File: src/fan_cfg_regs.vh
// Offsets, field positions, reset values and timing for the fan and pin configuration bank
`ifndef FAN_CFG_REGS_VH
`define FAN_CFG_REGS_VH

// ----------------------------------------------------------------
// Register offsets
// ----------------------------------------------------------------
`define OFF_GENERAL_CONFIG_THREE 8'h03
`define OFF_SPEED_INPUT_ENABLE 8'h07
`define OFF_SPEED_INPUT_CONTINUOUS_CFG 8'h08
`define OFF_PIN_POLARITY_DIRECTION_ONE 8'h09
`define OFF_PIN_POLARITY_DIRECTION_TWO 8'h0A
`define OFF_DYNAMIC_LIMIT_CONTROL_ONE 8'h0B
`define OFF_LOCK_CONTROL 8'h0C
`define OFF_MODE_CONTROL 8'h0D
`define OFF_OPERATING_POINT_ONE 8'h0E
`define OFF_OPERATING_POINT_TWO 8'h0F

// ----------------------------------------------------------------
// Reset values
// ----------------------------------------------------------------
`define RST_GENERAL_CONFIG_THREE 8'h00
`define RST_SPEED_INPUT_ENABLE 8'h00
`define RST_SPEED_INPUT_CONTINUOUS_CFG 8'hE0
`define RST_PIN_POLARITY_DIRECTION 8'h00
`define RST_DYNAMIC_LIMIT_CONTROL_ONE 8'h00
`define RST_MODE_CONTROL 8'h00
`define RST_OPERATING_POINT 8'hFF

// ----------------------------------------------------------------
// Field positions
// ----------------------------------------------------------------
`define CONT_PAIR_MSB 3
`define CONT_RESERVED_MASK 8'hF0
`define DYN_REMOTE_ONE_EN 0
`define DYN_REMOTE_TWO_EN 1
`define DYN_THERMAL_ONE_CAPTURE_REMOTE_ONE 2
`define DYN_THERMAL_ONE_CAPTURE_REMOTE_TWO 3
`define DYN_THERMAL_TWO_CAPTURE_REMOTE_ONE 4
`define DYN_THERMAL_TWO_CAPTURE_REMOTE_TWO 5
`define DYN_WRITABLE_MASK 8'h3F
`define LOCK_BIT 0
`define MODE_PWM_HIGH_FREQ 0
`define MODE_PIN_ENABLE 1
`define MODE_WRITABLE_MASK 8'h03

// ----------------------------------------------------------------
// Timing
// ----------------------------------------------------------------
`define SYNC_STAGES 2

`endif

File: src/assert_edge_detect.v
// Two-flop synchroniser with a one-cycle pulse on the asserting edge of an active-low pin
module assert_edge_detect (
    ref_clk,
    resetn,
    pin_n,
    assert_pulse
);
    input wire ref_clk;
    input wire resetn;
    input wire pin_n;
    output reg assert_pulse;

    reg meta_q;
    reg sync_q;
    reg prev_q;

    // ----------------------------------------------------------------
    // Synchroniser and edge detector
    // ----------------------------------------------------------------
    // Idle level is high so a pin held high through reset gives no false edge
    always @(posedge ref_clk) begin
        if (!resetn) begin
            meta_q <= 1'b1;
            sync_q <= 1'b1;
            prev_q <= 1'b1;
            assert_pulse <= 1'b0;
        end else begin
            meta_q <= pin_n;
            sync_q <= meta_q;
            prev_q <= sync_q;
            assert_pulse <= prev_q & ~sync_q;
        end
    end
endmodule

File: src/fan_pin_dyn_limit_config.v
// Fan speed input, general pin and dynamic minimum-temperature configuration bank
//
// Contract
// - Eight enable bits, bit n gates speed input n+1; reset 0.
// - Low-frequency PWM: bits 0..3 enable continuous measurement on pairs 1/5..4/8.
// - Upper four bits of continuous register are read-only reserved, fixed power-on value.
// - First pin register even bits: polarity of pins 1-4, 0 active low.
// - Odd bits of each pin register: direction, 0 input, 1 output.
// - Second pin register: same layout for pins five to eight.
// - Dynamic control bits 0 and 1 enable remote channel 1 and 2.
// - Bit 2: thermal pin 1 assertion captures lower remote 1 temperature.
// - Bit 3: thermal pin 1 assertion captures lower remote 2 temperature.
// - Bit 4: thermal pin 2 assertion captures lower remote 1 temperature.
// - Bit 5: thermal pin 2 assertion captures lower remote 2 temperature.
// - Capture bit clear: assertions ignored, operating point keeps programmed value.
// - Software reset restores power-on values except the lock bit; all software writes obey the global lock, thermal captures do not.
// - Third general configuration register at its offset, power-on zero.
// - Lock bit written 1 makes lockable registers read-only until power cycle.
// - PWM mode bit: 0 low-frequency PWM, 1 high-frequency PWM.
// - General pins active only while the pin enable bit is 1.
`include "fan_cfg_regs.vh"

module fan_pin_dyn_limit_config (
    ref_clk,
    resetn,
    soft_reset,
    reg_addr,
    reg_wdata,
    reg_wr,
    reg_rd,
    reg_rdata,
    thermal_pin_one_n,
    thermal_pin_two_n,
    remote_one_temp,
    remote_two_temp,
    speed_meas_enable,
    continuous_meas_enable,
    pwm_high_freq,
    pin_active_high,
    pin_output_mode,
    dyn_remote_enable,
    operating_point_one,
    operating_point_two,
    general_config_three,
    limits_locked
);
    input wire ref_clk;
    input wire resetn;
    input wire soft_reset;
    input wire [7:0] reg_addr;
    input wire [7:0] reg_wdata;
    input wire reg_wr;
    input wire reg_rd;
    output reg [7:0] reg_rdata;
    input wire thermal_pin_one_n;
    input wire thermal_pin_two_n;
    input wire [7:0] remote_one_temp;
    input wire [7:0] remote_two_temp;
    output reg [7:0] speed_meas_enable;
    output reg [7:0] continuous_meas_enable;
    output reg pwm_high_freq;
    output reg [7:0] pin_active_high;
    output reg [7:0] pin_output_mode;
    output reg [1:0] dyn_remote_enable;
    output reg [7:0] operating_point_one;
    output reg [7:0] operating_point_two;
    output reg [7:0] general_config_three;
    output reg limits_locked;

    // ----------------------------------------------------------------
    // Register state
    // ----------------------------------------------------------------
    reg [7:0] config_three_q;
    reg [7:0] speed_enable_q;
    reg [3:0] continuous_pair_q;
    reg [7:0] pin_cfg_one_q;
    reg [7:0] pin_cfg_two_q;
    reg [5:0] dyn_control_q;
    reg [1:0] mode_q;
    reg [7:0] op_point_one_q;
    reg [7:0] op_point_two_q;
    reg lock_q;

    wire [1:0] thermal_assert;
    wire [1:0] thermal_pin_n;
    reg cap_remote_one;
    reg cap_remote_two;
    reg [7:0] rdata_d;
    reg [7:0] pin_polarity_all;
    reg [7:0] pin_direction_all;
    integer i;

    // Power-on values, cut below to the width that each register really stores
    localparam [7:0] CONT_POR = `RST_SPEED_INPUT_CONTINUOUS_CFG;
    localparam [7:0] DYN_POR = `RST_DYNAMIC_LIMIT_CONTROL_ONE & `DYN_WRITABLE_MASK;
    localparam [7:0] MODE_POR = `RST_MODE_CONTROL & `MODE_WRITABLE_MASK;

    assign thermal_pin_n = {thermal_pin_two_n, thermal_pin_one_n};

    // Software write to an unlocked register at the given offset
    function wr_hit;
        input [7:0] addr;
        input [7:0] off;
        input wr;
        input locked;
        begin
            wr_hit = wr & ~locked & (addr == off);
        end
    endfunction

    // ----------------------------------------------------------------
    // Thermal pin edge detection
    // ----------------------------------------------------------------
    genvar g;
    generate
        for (g = 0; g < 2; g = g + 1) begin : g_thermal
            assert_edge_detect u_edge (
                .ref_clk(ref_clk),
                .resetn(resetn),
                .pin_n(thermal_pin_n[g]),
                .assert_pulse(thermal_assert[g])
            );
        end
    endgenerate

    // ----------------------------------------------------------------
    // Capture decisions
    // ----------------------------------------------------------------
    // Only an edge pulse triggers, so a pin held low captures once
    always @* begin
        cap_remote_one = 1'b0;
        cap_remote_two = 1'b0;
        if (thermal_assert[0] && dyn_control_q[`DYN_THERMAL_ONE_CAPTURE_REMOTE_ONE]) begin
            cap_remote_one = 1'b1;
        end
        if (thermal_assert[1] && dyn_control_q[`DYN_THERMAL_TWO_CAPTURE_REMOTE_ONE]) begin
            cap_remote_one = 1'b1;
        end
        if (thermal_assert[0] && dyn_control_q[`DYN_THERMAL_ONE_CAPTURE_REMOTE_TWO]) begin
            cap_remote_two = 1'b1;
        end
        if (thermal_assert[1] && dyn_control_q[`DYN_THERMAL_TWO_CAPTURE_REMOTE_TWO]) begin
            cap_remote_two = 1'b1;
        end
        // Capture only moves the operating point downward
        if (remote_one_temp >= op_point_one_q) begin
            cap_remote_one = 1'b0;
        end
        if (remote_two_temp >= op_point_two_q) begin
            cap_remote_two = 1'b0;
        end
    end

    // ----------------------------------------------------------------
    // Lock bit
    // ----------------------------------------------------------------
    // Cleared only by power-on reset, so software reset cannot unlock
    always @(posedge ref_clk) begin
        if (!resetn) begin
            lock_q <= 1'b0;
        end else if (reg_wr && reg_addr == `OFF_LOCK_CONTROL && reg_wdata[`LOCK_BIT]) begin
            lock_q <= 1'b1;
        end
    end

    // ----------------------------------------------------------------
    // Configuration registers
    // ----------------------------------------------------------------
    always @(posedge ref_clk) begin
        if (!resetn || soft_reset) begin
            config_three_q <= `RST_GENERAL_CONFIG_THREE;
            speed_enable_q <= `RST_SPEED_INPUT_ENABLE;
            continuous_pair_q <= CONT_POR[`CONT_PAIR_MSB:0];
            pin_cfg_one_q <= `RST_PIN_POLARITY_DIRECTION;
            pin_cfg_two_q <= `RST_PIN_POLARITY_DIRECTION;
            dyn_control_q <= DYN_POR[5:0];
            mode_q <= MODE_POR[1:0];
        end else begin
            if (wr_hit(reg_addr, `OFF_GENERAL_CONFIG_THREE, reg_wr, lock_q)) begin
                config_three_q <= reg_wdata;
            end
            if (wr_hit(reg_addr, `OFF_SPEED_INPUT_ENABLE, reg_wr, lock_q)) begin
                speed_enable_q <= reg_wdata;
            end
            // Reserved upper nibble is not stored at all
            if (wr_hit(reg_addr, `OFF_SPEED_INPUT_CONTINUOUS_CFG, reg_wr, lock_q)) begin
                continuous_pair_q <= reg_wdata[`CONT_PAIR_MSB:0];
            end
            if (wr_hit(reg_addr, `OFF_PIN_POLARITY_DIRECTION_ONE, reg_wr, lock_q)) begin
                pin_cfg_one_q <= reg_wdata;
            end
            if (wr_hit(reg_addr, `OFF_PIN_POLARITY_DIRECTION_TWO, reg_wr, lock_q)) begin
                pin_cfg_two_q <= reg_wdata;
            end
            if (wr_hit(reg_addr, `OFF_DYNAMIC_LIMIT_CONTROL_ONE, reg_wr, lock_q)) begin
                dyn_control_q <= reg_wdata[5:0];
            end
            if (wr_hit(reg_addr, `OFF_MODE_CONTROL, reg_wr, lock_q)) begin
                mode_q <= reg_wdata[1:0];
            end
        end
    end

    // ----------------------------------------------------------------
    // Operating point registers
    // ----------------------------------------------------------------
    // Hardware capture beats a same-cycle software write and ignores the lock,
    // since the lock guards against software, not against the thermal path
    always @(posedge ref_clk) begin
        if (!resetn || soft_reset) begin
            op_point_one_q <= `RST_OPERATING_POINT;
            op_point_two_q <= `RST_OPERATING_POINT;
        end else begin
            if (cap_remote_one) begin
                op_point_one_q <= remote_one_temp;
            end else if (wr_hit(reg_addr, `OFF_OPERATING_POINT_ONE, reg_wr, lock_q)) begin
                op_point_one_q <= reg_wdata;
            end
            if (cap_remote_two) begin
                op_point_two_q <= remote_two_temp;
            end else if (wr_hit(reg_addr, `OFF_OPERATING_POINT_TWO, reg_wr, lock_q)) begin
                op_point_two_q <= reg_wdata;
            end
        end
    end

    // ----------------------------------------------------------------
    // Pin field split
    // ----------------------------------------------------------------
    always @* begin
        pin_polarity_all = 8'h00;
        pin_direction_all = 8'h00;
        for (i = 0; i < 4; i = i + 1) begin
            pin_polarity_all[i] = pin_cfg_one_q[2 * i];
            pin_direction_all[i] = pin_cfg_one_q[2 * i + 1];
            pin_polarity_all[i + 4] = pin_cfg_two_q[2 * i];
            pin_direction_all[i + 4] = pin_cfg_two_q[2 * i + 1];
        end
    end

    // ----------------------------------------------------------------
    // Read multiplexer
    // ----------------------------------------------------------------
    always @* begin
        case (reg_addr)
            `OFF_GENERAL_CONFIG_THREE: rdata_d = config_three_q;
            `OFF_SPEED_INPUT_ENABLE: rdata_d = speed_enable_q;
            `OFF_SPEED_INPUT_CONTINUOUS_CFG: begin
                rdata_d = (`RST_SPEED_INPUT_CONTINUOUS_CFG & `CONT_RESERVED_MASK) |
                    {4'h0, continuous_pair_q};
            end
            `OFF_PIN_POLARITY_DIRECTION_ONE: rdata_d = pin_cfg_one_q;
            `OFF_PIN_POLARITY_DIRECTION_TWO: rdata_d = pin_cfg_two_q;
            `OFF_DYNAMIC_LIMIT_CONTROL_ONE: rdata_d = {2'b00, dyn_control_q};
            `OFF_LOCK_CONTROL: rdata_d = {7'h00, lock_q};
            `OFF_MODE_CONTROL: rdata_d = {6'h00, mode_q};
            `OFF_OPERATING_POINT_ONE: rdata_d = op_point_one_q;
            `OFF_OPERATING_POINT_TWO: rdata_d = op_point_two_q;
            default: rdata_d = 8'h00;
        endcase
    end

    // Read data stand for one cycle after each cycle with reg_rd high and are zero otherwise
    always @(posedge ref_clk) begin
        if (!resetn) begin
            reg_rdata <= 8'h00;
        end else if (reg_rd) begin
            reg_rdata <= rdata_d;
        end else begin
            reg_rdata <= 8'h00;
        end
    end

    // ----------------------------------------------------------------
    // Registered outputs
    // ----------------------------------------------------------------
    always @(posedge ref_clk) begin
        if (!resetn) begin
            speed_meas_enable <= 8'h00;
            continuous_meas_enable <= 8'h00;
            pwm_high_freq <= 1'b0;
            pin_active_high <= 8'h00;
            pin_output_mode <= 8'h00;
            dyn_remote_enable <= 2'b00;
            operating_point_one <= `RST_OPERATING_POINT;
            operating_point_two <= `RST_OPERATING_POINT;
            general_config_three <= `RST_GENERAL_CONFIG_THREE;
            limits_locked <= 1'b0;
        end else begin
            speed_meas_enable <= speed_enable_q;
            pwm_high_freq <= mode_q[`MODE_PWM_HIGH_FREQ];
            // Continuous mode only means something with low-frequency drive
            if (mode_q[`MODE_PWM_HIGH_FREQ]) begin
                continuous_meas_enable <= 8'h00;
            end else begin
                continuous_meas_enable <= {continuous_pair_q, continuous_pair_q};
            end
            // A disabled pin bank shows inputs, active low, whatever is programmed
            if (mode_q[`MODE_PIN_ENABLE]) begin
                pin_active_high <= pin_polarity_all;
                pin_output_mode <= pin_direction_all;
            end else begin
                pin_active_high <= 8'h00;
                pin_output_mode <= 8'h00;
            end
            dyn_remote_enable <= {dyn_control_q[`DYN_REMOTE_TWO_EN],
                dyn_control_q[`DYN_REMOTE_ONE_EN]};
            operating_point_one <= op_point_one_q;
            operating_point_two <= op_point_two_q;
            general_config_three <= config_three_q;
            limits_locked <= lock_q;
        end
    end
endmodule

File: config.mk
export PLATFORM = sky130hd
export DESIGN_NAME = fan_pin_dyn_limit_config
export DESIGN_NICKNAME = d
export VERILOG_FILES = /design/src/assert_edge_detect.v /design/src/fan_pin_dyn_limit_config.v
export VERILOG_INCLUDE_DIRS = /design/src /design/src/src
export SDC_FILE = /design/constraint.sdc
export NUM_CORES = 1
export LEC_CHECK = 0
export BUFFER_PORTS_ARGS = -buffer_cell sky130_fd_sc_hd__buf_2
export CORE_AREA = 4 4 105 107
export DETAILED_ROUTE_END_ITERATION = 6
export DIE_AREA = 0 0 109 111
export PLACE_DENSITY = 0.87
export REMOVE_ABC_BUFFERS = 1
export SLEW_MARGIN = 20
export SYNTH_ARGS = -nofsm -noshare
export SYNTH_HDL_FRONTEND = slang
export SYNTH_SLANG_ARGS = --single-unit
File: constraint.sdc
create_clock -name ref_clk -period 2.45 [get_ports ref_clk]
set_input_delay 0.49 -clock ref_clk [delete_from_list [all_inputs] [get_ports ref_clk]]
set_output_delay 0.49 -clock ref_clk [all_outputs]
set_load 0.02 [all_outputs]
==> metrics.txt, run 1 <==
status complete, no violations; critical path arrival 2.60 ns; critical path fanouts, max 8; worst setup margin 0.230 ns; ANT nets after route 0; grt met1 use 0.327; die area 0.0121 mm2; crit share post-route 0.906; Net Sw Frac 0.212; chip height 111 um; ys flop type dfxtp_1; worst ir drop on vdd 0.479 mV; net switching power 1.08 mW; sequential area share after synthesis 0.489; Setup Buffers After CTS 0; Resize count post-CTS 0; initial antenna violation count 0; worst slew pin tran 0.599 ns; Hold Crit Class input pin to flip-flop; DR DRC count 0; busiest grt layer met2; CTS sink cnt 133; largest net degree at the start of global routing 59; element type at the critical path start flip-flop; Seq pwr share 0.426; WS Path Type flip-flop to flip-flop; post-synthesis cell area 0.00545 mm2; Core Rows 37; Yosys reg bits 133; Ys Warns 0; Vias/cell 5.76; core area 0.0101 mm2; Layout area overhead 23.5%; port bufs 106; CP max stage delay 0.49 ns; wire per inst 18.7 um; final setup violation count 0; total negative slack 0 ns; Avg Synthesized Cell Area 9.56 um2; Fillers 779; # nets final 724; Max-Cap Viols 0; pre-CTS setup slack 0.156 ns; met2 GRT Util 0.413; Final Power 5.10 mW; Async SR Flop Fraction 0; diodes inserted 0; r2r setup slk 0.23 ns; clk slew on worst S/H paths 0.06 ns; leakage 3.15 nW; CTS buffer count 17; Max Buffers Root-to-Sink 2; Crit path required time 2.83 ns; Final Hold Viols 0; Total GRT Usage 0.258; Worst Clk Skew 0.00753 ns; grt ovf 0; pwr dens 758 mW/mm2; Final Critical Period 2.22 ns; Iter 0 DRT Violations 418; Mapped Cells 570; slowest CP cell a2111o_1; CTS root buf clkbuf_8; first-pass GRT wire length 24000 um; Slew HR 0.598; IO Count 107; vias in the first global route 4520; starting density of the core 0.537; Post-Route WL 15200 um; Die X 109 um; hold bufs inserted after CTS 0; Max Slew Vio Count 0; GR Util met3 0.0646; Crit. End Element flip-flop; fmax 0.450 GHz; unrepaired setup endpoints after global routing no; CTS tree done; chain of cells forming the critical path inv_1, ha_1, a211o_1, a2111o_1, a211oi_1, a31oi_1; layout cells sized above 1 0.247; via count 4709; H-tree Lvls 4; combinational group share of total power 0.044; Detailed Place HPWL 10600 um; internal power 4.02 mW; GPL Wtd Cong 0.958; number of synthesized flops with an enable pin 0; Clk Latency, worst-skew pair 0.53 ns; TritonRoute pass-1 iters 5; Clock power frac 0.531; Netlist cell types 51
-- per-layer routing --
metal / vias to the layer above / wire (um)
li1: 2203 / -
met1: 2192 / 6120
met2: 257 / 7360
met3: 57 / 1200
met4: 0 / 554
met5: - / 0
-- cell families (layout without fill, tap and decap cells) --
group | after synthesis | count (layout) | share of synthesized area
AND/OR/NAND/NOR | 201 | 201 | 0.197
multiplexers | 52 | 52 | 0.101
buffers and inverters | 70 | 181 | 0.0528
AO/OA/AOI/OAI | 98 | 98 | 0.124
flip-flops | 133 | 133 | 0.489
adder cells (fa/ha/maj) | 16 | 16 | 0.0367
-- power by group through the flow --
stage                     Sequential, mW  Combinational, mW  Clock (mW)
after floorplan                     2.22             0.0859           0
after global placement              2.22              0.209           0
after detailed placement            2.22              0.215           0
after CTS                           2.17              0.217        2.73
after global routing                2.17              0.239        2.85
final                               2.17              0.223        2.71
-- worst max-delay path, delay by kind of cell (launching register included) --
family	cells	cell delay [ns]
adder cells (fa/ha/maj)	1	0.30
AO/OA/AOI/OAI	4	1.27
buffers and inverters	1	0.10
flip-flops	1	0.40
-- metrics by stage --
step	cell area, um2	instances	hold slack [ns]	utilization
2_1_floorplan	5270	528	0.386	-
5_1_grt	6730	817	0.119	0.663
4_1_cts	6730	817	0.120	0.663
3_3_place_gp	6090	786	0.389	0.601
6_report	6730	817	0.132	0.663
3_5_place_dp	6090	786	0.394	0.601
-- registers in the layout (all words and copies together), names as in the netlist, 4 cells and up --
| name | flops |
|---|---|
| op_point_two_q | 8 |
| op_point_one_q | 8 |
| speed_enable_q | 8 |
| config_three_q | 8 |
| operating_point_two | 8 |
| continuous_pair_q | 4 |
| dyn_control_q | 6 |
| pin_active_high | 8 |
| pin_cfg_one_q | 8 |
| pin_cfg_two_q | 8 |
| general_config_three | 8 |
| operating_point_one | 8 |
| pin_output_mode | 8 |
| reg_rdata | 8 |
| continuous_meas_enable | 4 |
| speed_meas_enable | 8 |
-- layout by cell type, fill, tap and decap left out, types with 2 or more instances in the layout --
cell and instances:
mux2i_1 47, o2bb2ai_1 3, ha_1 16, nand2_1 44, and3_1 19, dfxtp_1 133
clkbuf_8 2, a32oi_1 12, nand4_1 2, mux2_2 3, o21ai_0 8, nor2b_1 8
nor4_1 3, a222oi_1 2, buf_4 16, inv_1 28, clkbuf_16 16, nor3_1 7
o21a_1 3, a211o_1 3, clkinv_2 2, nor2_1 39, a31oi_1 19, a21oi_1 21
a21o_1 2, bufinv_16 5, a22oi_1 3, clkinv_4 3, nand3_1 21, nor4_4 2
or3b_2 3, mux4_2 2, and2_1 26, o21ai_1 2, a211oi_1 12, buf_2 106
nand2b_1 15, nor3b_1 4, nor2_2 2
-- final cells by class --
| class | count | area [um2] | area share |
|---|---|---|---|
| repair buffers | 122 | 651 | 0.0967 |
| clock inverters | 12 | 203 | 0.0301 |
| flip-flops and latches | 133 | 2660 | 0.396 |
| inverters | 28 | 105 | 0.0156 |
| clock buffers | 19 | 432 | 0.0642 |
| well taps | 136 | 170 | 0.0253 |
| multi-input cells | 367 | 2500 | 0.372 |
-- Yosys cell counts (4+ instances only) --
cell type    n  share of area
buf_1        4         0.0028
nor2b_1      8         0.0092
nand2_1     44          0.030
nand3_1     21          0.019
a32oi_1     12          0.019
dfxtp_1    133           0.49
buf_4        4         0.0055
and2_1      26          0.030
a211oi_1    12          0.017
nor3_1       7         0.0064
and3_1      19          0.022
a21oi_1     21          0.019
o21ai_0      8         0.0073
mux2i_1     47          0.086
a31oi_1     19          0.022
nor3b_1      4         0.0055
ha_1        16          0.037
clkbuf_1    31          0.021
nand2b_1    15          0.017
inv_1       28          0.019
nor2_1      39          0.027
-- final timing paths --
kind,to,startpoint,depth (start not counted)
min reg2reg,g_thermal[0].u_edge.sync_q$_SDFF_PN1_,g_thermal[0].u_edge.meta_q$_SDFF_PN1_,1
max reg2reg,op_point_two_q[6]$_SDFFE_PP1P_,op_point_two_q[5]$_SDFFE_PP1P_,6
max,op_point_two_q[6]$_SDFFE_PP1P_,op_point_two_q[5]$_SDFFE_PP1P_,6
min,g_thermal[0].u_edge.meta_q$_SDFF_PN1_,thermal_pin_one_n,2
Note: power is estimated with default switching activity, not from simulation.
==> run 2, diff against run 1 <==
--- a/config.mk
+++ b/config.mk
@@ -10,9 +10,10 @@
 export CORE_AREA = 4 4 105 107
 export DETAILED_ROUTE_END_ITERATION = 6
 export DIE_AREA = 0 0 109 111
-export PLACE_DENSITY = 0.87
+export PLACE_DENSITY = 0.86
 export REMOVE_ABC_BUFFERS = 1
 export SLEW_MARGIN = 20
 export SYNTH_ARGS = -nofsm -noshare
 export SYNTH_HDL_FRONTEND = slang
+export SYNTH_HIERARCHICAL = 1
 export SYNTH_SLANG_ARGS = --single-unit
==> run 2 against run 1 <==
First-iteration DRC count fell by 47%. Sequential share of layout area up 0.92 points. Non-clock buffer count fell by 3. Cell area is 2.3% lower. Critical path depth rose by 1. Die area unchanged. Final cell count down 4.7%. Clock-buffer cell count decreased by 2. Area after synthesis decreased by 2.4%. Via count shrank 6.4%. Power fell by 4.3%. Maximum frequency is 14% higher. Critical path type unchanged. Critical endpoint is now op_point_one_q[5]$_SDFFE_PP1P_. Largest power group unchanged.
==> metrics.txt, run 2 <==
status complete, no violations (unchanged); commonest cells after routing, fill and taps aside dfxtp_1, buf_2, mux2i_1 (unchanged); Slew HR 0.641 (was 0.598); GPL Wtd Cong 0.941 (was 0.958); final core occ 0.648 (was 0.663); wire per inst 18.1 um (was 18.7 um); Setup Buffers After CTS 0 (unchanged); Vias/cell 5.66 (was 5.76); via count 4406 (was 4709); core area 0.0101 mm2 (unchanged); CTS tree done (unchanged); CTS buffer count 17 (unchanged); Max-Cap Viols 0 (unchanged); Final Hold Viols 0 (unchanged); layout cells sized above 1 0.263 (was 0.247); Die X 109 um (unchanged); Synth area leader dfxtp_1 (unchanged); DR DRC count 0 (unchanged); critical path fanouts, max 8 (unchanged); critical path arrival 2.31 ns (was 2.60 ns); Resize count post-CTS 0 (unchanged); CTS root buf clkbuf_8 (unchanged); most frequent cell after synthesis dfxtp_1 (unchanged); Total GRT Usage 0.239 (was 0.258); worst slew pin tran 0.537 ns (was 0.599 ns); unrepaired setup endpoints after global routing no (unchanged); Async SR Flop Fraction 0 (unchanged); ys flop type dfxtp_1 (unchanged); Crit path required time 2.82 ns (was 2.83 ns); vias in the first global route 4409 (was 4520); Max Slew Vio Count 0 (unchanged); Avg Synthesized Cell Area 10.2 um2 (was 9.56 um2); die area 0.0121 mm2 (unchanged); cell count after placement 747 (was 786); grt ovf 0 (unchanged); final instance area 0.00657 mm2 (was 0.00673 mm2); Fillers 780 (was 779); pwr dens 742 mW/mm2 (was 758 mW/mm2); Crit. End Element flip-flop (unchanged); grt met1 use 0.291 (was 0.327); clk slew on worst S/H paths 0.06 ns (about the same); Ys Warns 6 (was 0); Detailed Place HPWL 10000 um (was 10600 um); number of synthesized flops with an enable pin 0 (unchanged); Hold WS 0.156 ns (was 0.132 ns); diodes inserted 0 (unchanged); final setup violation count 0 (unchanged); chip height 111 um (unchanged); # nets final 685 (was 724); hold bufs inserted after CTS 0 (unchanged); TritonRoute pass-1 iters 5 (unchanged); leading cell type in the layout, fill and taps excluded dfxtp_1 (unchanged); Mapped Cells 522 (was 570); total negative slack 0 ns (unchanged); Synth top area share 0.501 (was 0.489); H-tree Lvls 4 (unchanged); GR Util met3 0.0600 (was 0.0646); worst setup margin 0.507 ns (was 0.230 ns); Netlist cell types 48 (was 51); post-placement cell area 0.00599 mm2 (was 0.00609 mm2); largest net degree at the start of global routing 33 (was 59); WS Path Type flip-flop to flip-flop (unchanged); IO Count 107 (unchanged); Clk Latency, worst-skew pair 0.52 ns (was 0.53 ns); Worst Clk Skew 0.0118 ns (was 0.00753 ns); Final Power 4.88 mW (was 5.10 mW); pre-CTS setup slack 0.233 ns (was 0.156 ns); leakage 3.15 nW (about the same); Area contributors post-synth dfxtp_1, mux2i_1, ha_1, nor2_1, and2_1 (was dfxtp_1, mux2i_1, ha_1, nand2_1, and2_1); Core Rows 37 (unchanged); element type at the critical path start flip-flop (unchanged); non-filler instance count after layout 779 (was 817); Hold Crit Class input pin to flip-flop (unchanged); first-pass GRT wire length 22500 um (was 24000 um); Post-synth top cells dfxtp_1, mux2i_1, nor2_1 (was dfxtp_1, mux2i_1, nand2_1); Final Critical Period 1.94 ns (was 2.22 ns); ANT nets after route 0 (unchanged); busiest grt layer met2 (unchanged); Max Buffers Root-to-Sink 2 (unchanged); post-synthesis cell area 0.00532 mm2 (was 0.00545 mm2); worst ir drop on vdd 0.420 mV (was 0.479 mV); sequential area share after synthesis 0.501 (was 0.489); port bufs 106 (unchanged); CTS sink cnt 133 (unchanged); met2 GRT Util 0.387 (was 0.413); Iter 0 DRT Violations 220 (was 418); crit share post-route 0.793 (was 0.906); fmax 0.515 GHz (was 0.450 GHz); starting density of the core 0.524 (was 0.537); Layout area overhead 23.7% (was 23.5%); Post-Route WL 14100 um (was 15200 um); Yosys reg bits 133 (unchanged); initial antenna violation count 0 (unchanged)
-- run 2: cell type report --
| cell class | instances | area (um2) | share of cell area |
|---|---|---|---|
| Tap cell | 136 | 170 | 0.0259 |
| Clock inverter | 15 | 168 | 0.0255 |
| Sequential cell | 133 | 2660 | 0.405 |
| Clock buffer | 17 | 414 | 0.0630 |
| Multi-Input combinational cell | 341 | 2450 | 0.373 |
| Timing Repair Buffer | 119 | 641 | 0.0974 |
| Inverter | 18 | 67.6 | 0.0103 |
-- run 2: critical path, cell delays in order, from the launching register on --
cell       delay, ns
dfxtp_1         0.38
inv_1           0.09
ha_1            0.29
and4_1          0.19
o21ai_0         0.08
o211a_1         0.24
nor2_1          0.42
a2bb2oi_1       0.13
-- run 2: worst paths after layout --
kind,startpoint,to,slack [ns],cells past startpoint
min,thermal_pin_one_n,g_thermal[0].u_edge/meta_q$_SDFF_PN1_,0.16,2
max reg2reg,op_point_one_q[7]$_SDFFE_PP1P_,op_point_one_q[5]$_SDFFE_PP1P_,0.51,7
min reg2reg,g_thermal[1].u_edge/meta_q$_SDFF_PN1_,g_thermal[1].u_edge/sync_q$_SDFF_PN1_,0.41,1
max,op_point_one_q[7]$_SDFFE_PP1P_,op_point_one_q[5]$_SDFFE_PP1P_,0.51,7
-- run 2: where the power goes --
| group | switching, mW | internal, mW |
|---|---|---|
| clock network | 1.01 | 1.47 |
| logic | 0.147 | 0.0799 |
| registers | 0.00204 | 2.17 |
-- run 2: cells by family (layout without fill, tap and decap cells) --
logic type                 count (synthesis)  after routing  share of synthesized area
muxes                                     69             69                      0.136
and+or+nand+nor                          184            184                      0.190
buffers and inverters                     48            169                     0.0381
AOI/OAI and AO/OA                         72             72                     0.0970
DFF                                      133            133                      0.501
adders and majority gates                 16             16                     0.0377
-- run 2: layer usage --
layer  vias up  routed length (um)  share of wire
met5         -                   0              0
met4         0                 625          0.044
met3        57                1200          0.085
met2       224                6600           0.47
met1      2083                5650           0.40
li1       2042                   -              -
